--- src/led_status_pkg.sv ---
// Purpose: shared constants and carriers for the network status indicator driver
// Assumes: system clock of 20 MHz
// Notes: blink half periods are derived from the clock rate and the blink rate
package led_status_pkg;

    // ------------------------------------------------------------
    // timing
    // ------------------------------------------------------------
    localparam int CLK_HZ = 20_000_000;
    localparam int ACT_BLINK_HZ = 10; // activity blink rate
    localparam int COL_BLINK_HZ = 20; // collision blink rate
    // half period in cycles; exact at 20 MHz, integer division rounds down
    localparam int ACT_HALF_CYC = CLK_HZ / (2 * ACT_BLINK_HZ);
    localparam int COL_HALF_CYC = CLK_HZ / (2 * COL_BLINK_HZ);

    // ------------------------------------------------------------
    // pin sampling and reset values
    // ------------------------------------------------------------
    localparam int PIN_W = 3; // power detects plus arrangement strap
    localparam int PIN_AUX = 0;
    localparam int PIN_MAIN = 1;
    localparam int PIN_MODE = 2;
    localparam logic [2:0] PIN_RST = 3'h0;
    localparam logic [3:0] LED_RST = 4'h0; // all indicators dark

    // ------------------------------------------------------------
    // carriers
    // ------------------------------------------------------------
    typedef struct packed {
        logic link_up;     // good link
        logic speed_100;   // 1 = 100 Mbit/s, 0 = 10 Mbit/s
        logic full_duplex; // full duplex configuration
        logic rx_active;   // valid receive traffic
        logic tx_active;   // valid transmit traffic
        logic collision;   // collision seen
    } net_status_s;

    typedef struct packed {
        logic duplex_collision_indicator; // fourth pin
        logic high_speed_indicator;       // third pin
        logic low_speed_indicator;        // second pin
        logic activity_indicator;         // first pin
    } led_out_s;

endpackage

--- src/blink_prescaler.sv ---
// Purpose: free-running divider giving a 50 percent duty square wave
// Assumes: single clock, synchronous active-low reset
// Notes: wave starts low after reset and toggles every HALF_CYC cycles
`timescale 1ns/100ps
`default_nettype none
module blink_prescaler #(
    parameter int HALF_CYC = 1000
) (
    input wire logic clk_sys,
    input wire logic rst_n,
    output var logic wave
);
    localparam int CW = $clog2(HALF_CYC + 1);
    localparam logic [CW-1:0] LAST = CW'(HALF_CYC - 1);

    logic [CW-1:0] cnt_r, cnt_nxt;
    logic wave_r, wave_nxt;

    // ------------------------------------------------------------
    // divider
    // ------------------------------------------------------------
    // free running so blink phase never depends on traffic timing
    always_comb begin
        cnt_nxt = cnt_r + CW'(1);
        wave_nxt = wave_r;
        if (cnt_r == LAST) begin
            cnt_nxt = '0;
            wave_nxt = ~wave_r;
        end
    end

    always_ff @(posedge clk_sys) begin
        if (!rst_n) begin
            cnt_r <= '0;
            wave_r <= 1'b0;
        end else begin
            cnt_r <= cnt_nxt;
            wave_r <= wave_nxt;
        end
    end

    assign wave = wave_r;
endmodule
`default_nettype wire

--- src/net_led_driver.sv ---
// Purpose: network status indicator driver with power detect sampling
// Assumes: status inputs come from logic on clk_sys; strap and power pins are asynchronous
// Notes: outputs are active high (1 = lamp on); mode strap is static in use
`timescale 1ns/100ps
`default_nettype none
module net_led_driver #(
    parameter int ACT_HALF_CYC = led_status_pkg::ACT_HALF_CYC,
    parameter int COL_HALF_CYC = led_status_pkg::COL_HALF_CYC
) (
    input wire logic clk_sys,
    input wire logic rst_n,
    input wire led_status_pkg::net_status_s net_status,
    input wire logic four_led_mode_pin,
    input wire logic aux_power_pin,
    input wire logic main_power_pin,
    output var led_status_pkg::led_out_s leds,
    output var logic aux_power_present,
    output var logic main_power_present
);

    // ------------------------------------------------------------
    // pin synchronisers
    // ------------------------------------------------------------
    logic [led_status_pkg::PIN_W-1:0] pin_meta_r, pin_meta_nxt;
    logic [led_status_pkg::PIN_W-1:0] pin_sync_r, pin_sync_nxt;
    logic live_r, live_nxt;

    // first stage feeds only the second stage
    // live_r masks the release edge: reset is sampled there but disable iff already sees it gone
    always_comb begin
        pin_meta_nxt = {four_led_mode_pin, main_power_pin, aux_power_pin};
        pin_sync_nxt = pin_meta_r;
        live_nxt = 1'b1;
    end

    always_ff @(posedge clk_sys) begin
        if (!rst_n) begin
            pin_meta_r <= led_status_pkg::PIN_RST;
            pin_sync_r <= led_status_pkg::PIN_RST;
            live_r <= 1'b0;
        end else begin
            pin_meta_r <= pin_meta_nxt;
            pin_sync_r <= pin_sync_nxt;
            live_r <= live_nxt;
        end
    end

    logic four_mode;
    assign four_mode = pin_sync_r[led_status_pkg::PIN_MODE];

    // power detects are reported straight from the second stage
    assign aux_power_present = pin_sync_r[led_status_pkg::PIN_AUX];
    assign main_power_present = pin_sync_r[led_status_pkg::PIN_MAIN];

    // ------------------------------------------------------------
    // blink sources
    // ------------------------------------------------------------
    logic act_wave;
    logic col_wave;

    blink_prescaler #(
        .HALF_CYC(ACT_HALF_CYC)
    ) u_act_blink (
        .clk_sys(clk_sys),
        .rst_n(rst_n),
        .wave(act_wave)
    );

    blink_prescaler #(
        .HALF_CYC(COL_HALF_CYC)
    ) u_col_blink (
        .clk_sys(clk_sys),
        .rst_n(rst_n),
        .wave(col_wave)
    );

    // ------------------------------------------------------------
    // lamp decode
    // ------------------------------------------------------------
    logic traffic;
    logic dup_col;
    logic speed_10_on;
    logic speed_100_on;
    led_status_pkg::led_out_s leds_r, leds_nxt;

    // speed lamps need a link, otherwise a dead port would show a speed
    always_comb begin
        traffic = net_status.rx_active | net_status.tx_active;
        speed_10_on = net_status.link_up & ~net_status.speed_100;
        speed_100_on = net_status.link_up & net_status.speed_100;
        if (net_status.full_duplex) begin
            dup_col = 1'b1;
        end else if (net_status.collision) begin
            dup_col = col_wave;
        end else begin
            dup_col = 1'b0;
        end
        leds_nxt = led_status_pkg::LED_RST;
        if (four_mode) begin
            leds_nxt.activity_indicator = traffic & act_wave;
            leds_nxt.low_speed_indicator = speed_10_on;
            leds_nxt.high_speed_indicator = speed_100_on;
            leds_nxt.duplex_collision_indicator = dup_col;
        end else begin
            // traffic blink overrides the steady link lamp
            leds_nxt.activity_indicator = traffic ? act_wave : net_status.link_up;
            leds_nxt.low_speed_indicator = dup_col;
            leds_nxt.high_speed_indicator = speed_100_on;
            leds_nxt.duplex_collision_indicator = 1'b0;
        end
    end

    // registered so the pins never glitch on decode hazards
    always_ff @(posedge clk_sys) begin
        if (!rst_n) begin
            leds_r <= led_status_pkg::LED_RST;
        end else begin
            leds_r <= leds_nxt;
        end
    end

    assign leds = leds_r;
endmodule
`default_nettype wire

--- config.mk ---
export PLATFORM = sky130hd
export DESIGN_NAME = net_led_driver
export DESIGN_NICKNAME = d
export VERILOG_FILES = /design/src/led_status_pkg.sv /design/src/blink_prescaler.sv /design/src/net_led_driver.sv
export SDC_FILE = /design/constraint.sdc
export NUM_CORES = 1
export LEC_CHECK = 0
export ABC_AREA = 1
export BUFFER_PORTS_ARGS = -buffer_cell sky130_fd_sc_hd__buf_2
export CORE_UTILIZATION = 54
export CTS_CLUSTER_SIZE = 24
export DETAILED_ROUTE_END_ITERATION = 10
export PLACE_DENSITY = 0.75
export SKIP_CTS_REPAIR_TIMING = 1
export SYNTH_ARGS = -nofsm -noshare
export SYNTH_HDL_FRONTEND = slang
export SYNTH_SLANG_ARGS = --single-unit
export TNS_END_PERCENT = 5
--- constraint.sdc ---
create_clock -name clk_sys -period 1.3 [get_ports clk_sys]
set_input_delay 0.13 -clock clk_sys [delete_from_list [all_inputs] [get_ports clk_sys]]
set_output_delay 0.13 -clock clk_sys [all_outputs]
set_load 0.005 [all_outputs]
==> metrics.md <==
| Metric | Value |
|---|---|
| Leak pwr | `around 1.2 nW` |
| Hold Slack | `~52 ps` |
| Clk slew on worst S/H paths | `100 ps` |
| Most used cell, CP | `nor2_1` |
| I/O Buffers | `16` |
| CP max stage delay | `~360 ps` |
| Ports | `17` |
| Clock Root Buffer | `clkbuf_8` |
| Mean Syn Cell Area | `~7.2 um2` |
| Die W | `a little under 70 um` |
| CP Launch Type | `flip-flop` |
| Clock Sinks | `51` |
| Reg area | `0.001031 mm2` |
| CP Data Required Time | `approximately 1500 ps` |
| Final hold vios | `0` |
| Slew margin rel. | `0.7933` |
| Core ar. | `0.004354 mm2` |
| Internal | `0.002252 W` |
| Total CTS buffers | `5` |
| Most frequent cells in the layout | `nand2_1 (78), nor2_1 (57), dfxtp_1 (43)` |
| Clk_skew | `between 10 and 15 ps` |
| Maximum clock frequency | `0.7592 GHz` |
| Ys flop type | `dfxtp_1` |
| Seq pwr share | `0.555` |
| Ys async rst share | `0` |
| WL/cell | `about 11 um` |
| Yosys cell types | `30` |
| FF-to-FF setup slack | `-20 ps` |
| Clock H-tree levels | `2` |
| Number of synthesized flops with an enable pin | `0` |
| R2R Path End | `u_act_blink.cnt_r[12]` |
| Worst path buffer plus inverter count | `1` |
| Clock buffer depth | `2` |
| Maximum vdd ir drop | `a little under 0.001 V` |
| Final Setup Violations | `8` |
| Initial antenna violation count | `0` |
| Final nets | `between 400 and 500` |
| Clock power share | `0.392` |
| Final Cycle Share | `1.013` |
| Largest net degree at the start of global routing | `18` |
| Synthesis-to-layout area growth | `22.84%` |
| Tmin final | `roughly 1300 ps` |
| Total global routing overflow | `0` |
| HP Class | `in2reg` |
| Hold path start | `net_status[4]` |
| RSZ-0062 raised after global routing | `true` |
| DP HPWL | `between 3000 and 4000 um` |
| Sw Share | `0.2253` |
| Fin worst setup slack | `-17.22 ps` |
| Post-Route WL | `roughly 5000 um` |
| Chip height | `69.34 um` |
| Combinational share of power | `0.053` |
| Drt drc | `0` |
| Final Max Tran Viols | `0` |
| Vias | `roughly 2200` |
| Critical path peak fanout | `10` |
| Synthesized Nets | `~360` |
| Yosys warns | `0` |
| Ant. Diodes | `0` |
| Pwr per Cell Area | `roughly 970 mW/mm2` |
| Status | `complete, but fails checks` |
| Post-route ant nets | `0` |
| Sequential-to-total area share from yosys stat | `0.4170` |
| Slew @ Worst Pin | `308.3 ps` |
| Vias in the first global route | `1988` |
| Post-place setup slack | `-25.35 ps` |
| Area of the multi-input gates | `0.001303 mm2` |
| Switching Power | `roughly 0.00065 W` |
| Layout cells sized above 1 | `0.2500` |
| Failing checks | `setup timing` |
| Die ar. | `just under 0.005 mm2` |
| Number of fill cells in the layout | `between 300 and 400` |
| Critical R2R Launch | `u_act_blink.cnt_r[0]` |
| Final core occ | `0.6908` |
| Hold path cells | `3` |
| 1st-pass router iterations | `4` |
| CP Capture Type | `flip-flop` |
| Cells after Synth | `342` |
| Worst Hold Path EP | `leds[2]` |
| Starting Density | `0.5624` |
| TritonCTS clock tree | `yes` |
| Most common cell after layout, fill and taps aside | `nand2_1` |
| Slowest-stage cell, CP | `dfxtp_2` |
| Total track usage | `0.2158` |
| Seq cells post-synth | `between 50 and 60` |
| GP Congestion | `roughly 0.87` |
| Post-Syn Area | `between 0.002 and 0.0025 mm2` |
| CP Cell Sequence | `ha_4 > nand3_2 > nor2_1 > nand3_1 > nand2_2 > buf_6 > nor2_1` |
| Vias per inst | `between 4 and 5` |
| FF-to-FF path depth | `7` |
| Data arrival, critical path | `around 1500 ps` |
| Delay-heaviest family, CP | `simple AND/OR/NAND/NOR gates` |
| # rows | `24` |
| Max Cap Viol | `0` |
| Setup CP Type | `reg2reg` |
| First-pass GRT wire length | `~8400 um` |
| Clk Latency, worst-skew pair | `between 300 and 400 ps` |
| Iter 0 DRT Violations | `96` |
-- layout make-up --
cell class | instances | share of cell area
multi-input combinational | 246 | 0.4330
sequential | 51 | 0.3428
timing repair buffer | 46 | 0.1131
inverter | 41 | 0.05116
clock buffer | 5 | 0.02288
tap | 52 | 0.02163
clock inverter | 3 | 0.01539
-- state kept, by name, summed over array words and instances (netlist names) --
name	cells
u_act_blink.wave	1
leds	4
pin_sync_r	3
u_col_blink.cnt_r	19
u_col_blink.wave	1
u_act_blink.cnt_r	20
pin_meta_r	3
-- routing by layer --
metal  GRT usage  share of wire  wire length [um]
met3     0.04942          0.039               197
met2      0.3474           0.47              2378
met5           0              0                 0
met4     0.09524          0.021               104
met1      0.2757           0.47              2374
-- cells in the mapped netlist (2+ instances only) --
| master | count | area share |
|---|---|---|
| o21ai_0 | 4 | 0.0082 |
| nand3_1 | 20 | 0.041 |
| nand2_2 | 2 | 0.0051 |
| a21oi_2 | 2 | 0.0072 |
| xor2_1 | 7 | 0.025 |
| inv_1 | 41 | 0.063 |
| buf_6 | 2 | 0.0092 |
| dfxtp_1 | 51 | 0.42 |
| and2_1 | 2 | 0.0051 |
| nor2_2 | 12 | 0.031 |
| xnor2_1 | 7 | 0.025 |
| nor2_1 | 63 | 0.097 |
| nand4_1 | 10 | 0.026 |
| nand2_1 | 81 | 0.12 |
| nand3b_1 | 3 | 0.0092 |
| nor3_2 | 2 | 0.0082 |
| ha_1 | 2 | 0.010 |
| nor2_4 | 2 | 0.0092 |
| a21oi_1 | 16 | 0.033 |
| o21bai_1 | 2 | 0.0061 |
| or2_0 | 2 | 0.0051 |
-- cell families (layout without fill, tap and decap cells) --
family          after synthesis  in the layout  synth area share
simple gates                204            204            0.3802
flops                        51             51            0.4170
buf+inv                      45             95           0.08227
compound gates               26             26           0.06030
xor+xnor                     14             14           0.05008
fa+ha+maj                     2              2           0.01022
-- power by group through the flow --
| stage | clock, W | combinational, W | sequential [W] |
|---|---|---|---|
| CTS | 0.00116 | 0.000136 | 0.00161 |
| global route | 0.00122 | 0.000172 | 0.00162 |
| floorplan | 0 | 0.0000809 | 0.00164 |
| detailed placement | 0 | 0.000135 | 0.00164 |
| finish | 0.00114 | 0.000153 | 0.00161 |
| global placement | 0 | 0.000131 | 0.00164 |
-- through the flow --
| step | cells | setup TNS [ps] | power [W] | area [um2] |
|---|---|---|---|---|
| after detailed placement | 432 | -114.8 | 0.001776 | 2754 |
| after global routing | 444 | -3134 | 0.003003 | 3008 |
| after CTS | 440 | -680.8 | 0.002901 | 2869 |
| after floorplan | 342 | 0 | 0.001723 | 2449 |
| final | 444 | -44.56 | 0.002907 | 3008 |
| after global placement | 432 | 0 | 0.001771 | 2754 |
-- tightest hold or removal path, cell delays in order --
cell and delay [ps]:
buf_2 100, nand2_1 60, nor2_1 40
-- worst max path at each step --
stage / start / slack [ps] / to / depth (start not counted)
after floorplan: u_col_blink.cnt_r[0] / 5 / u_col_blink.cnt_r[18] / 8
after global placement: u_act_blink.cnt_r[0] / 7 / u_act_blink.cnt_r[18] / 9
after detailed placement: u_col_blink.cnt_r[0] / -30 / u_col_blink.cnt_r[18] / 8
after CTS: u_col_blink.cnt_r[0] / -90 / u_col_blink.cnt_r[17] / 8
after global routing: u_act_blink.cnt_r[0] / -130 / u_act_blink.cnt_r[14] / 7
final: u_act_blink.cnt_r[0] / -20 / u_act_blink.cnt_r[12] / 7
Note: power is estimated with default switching activity, not from simulation.
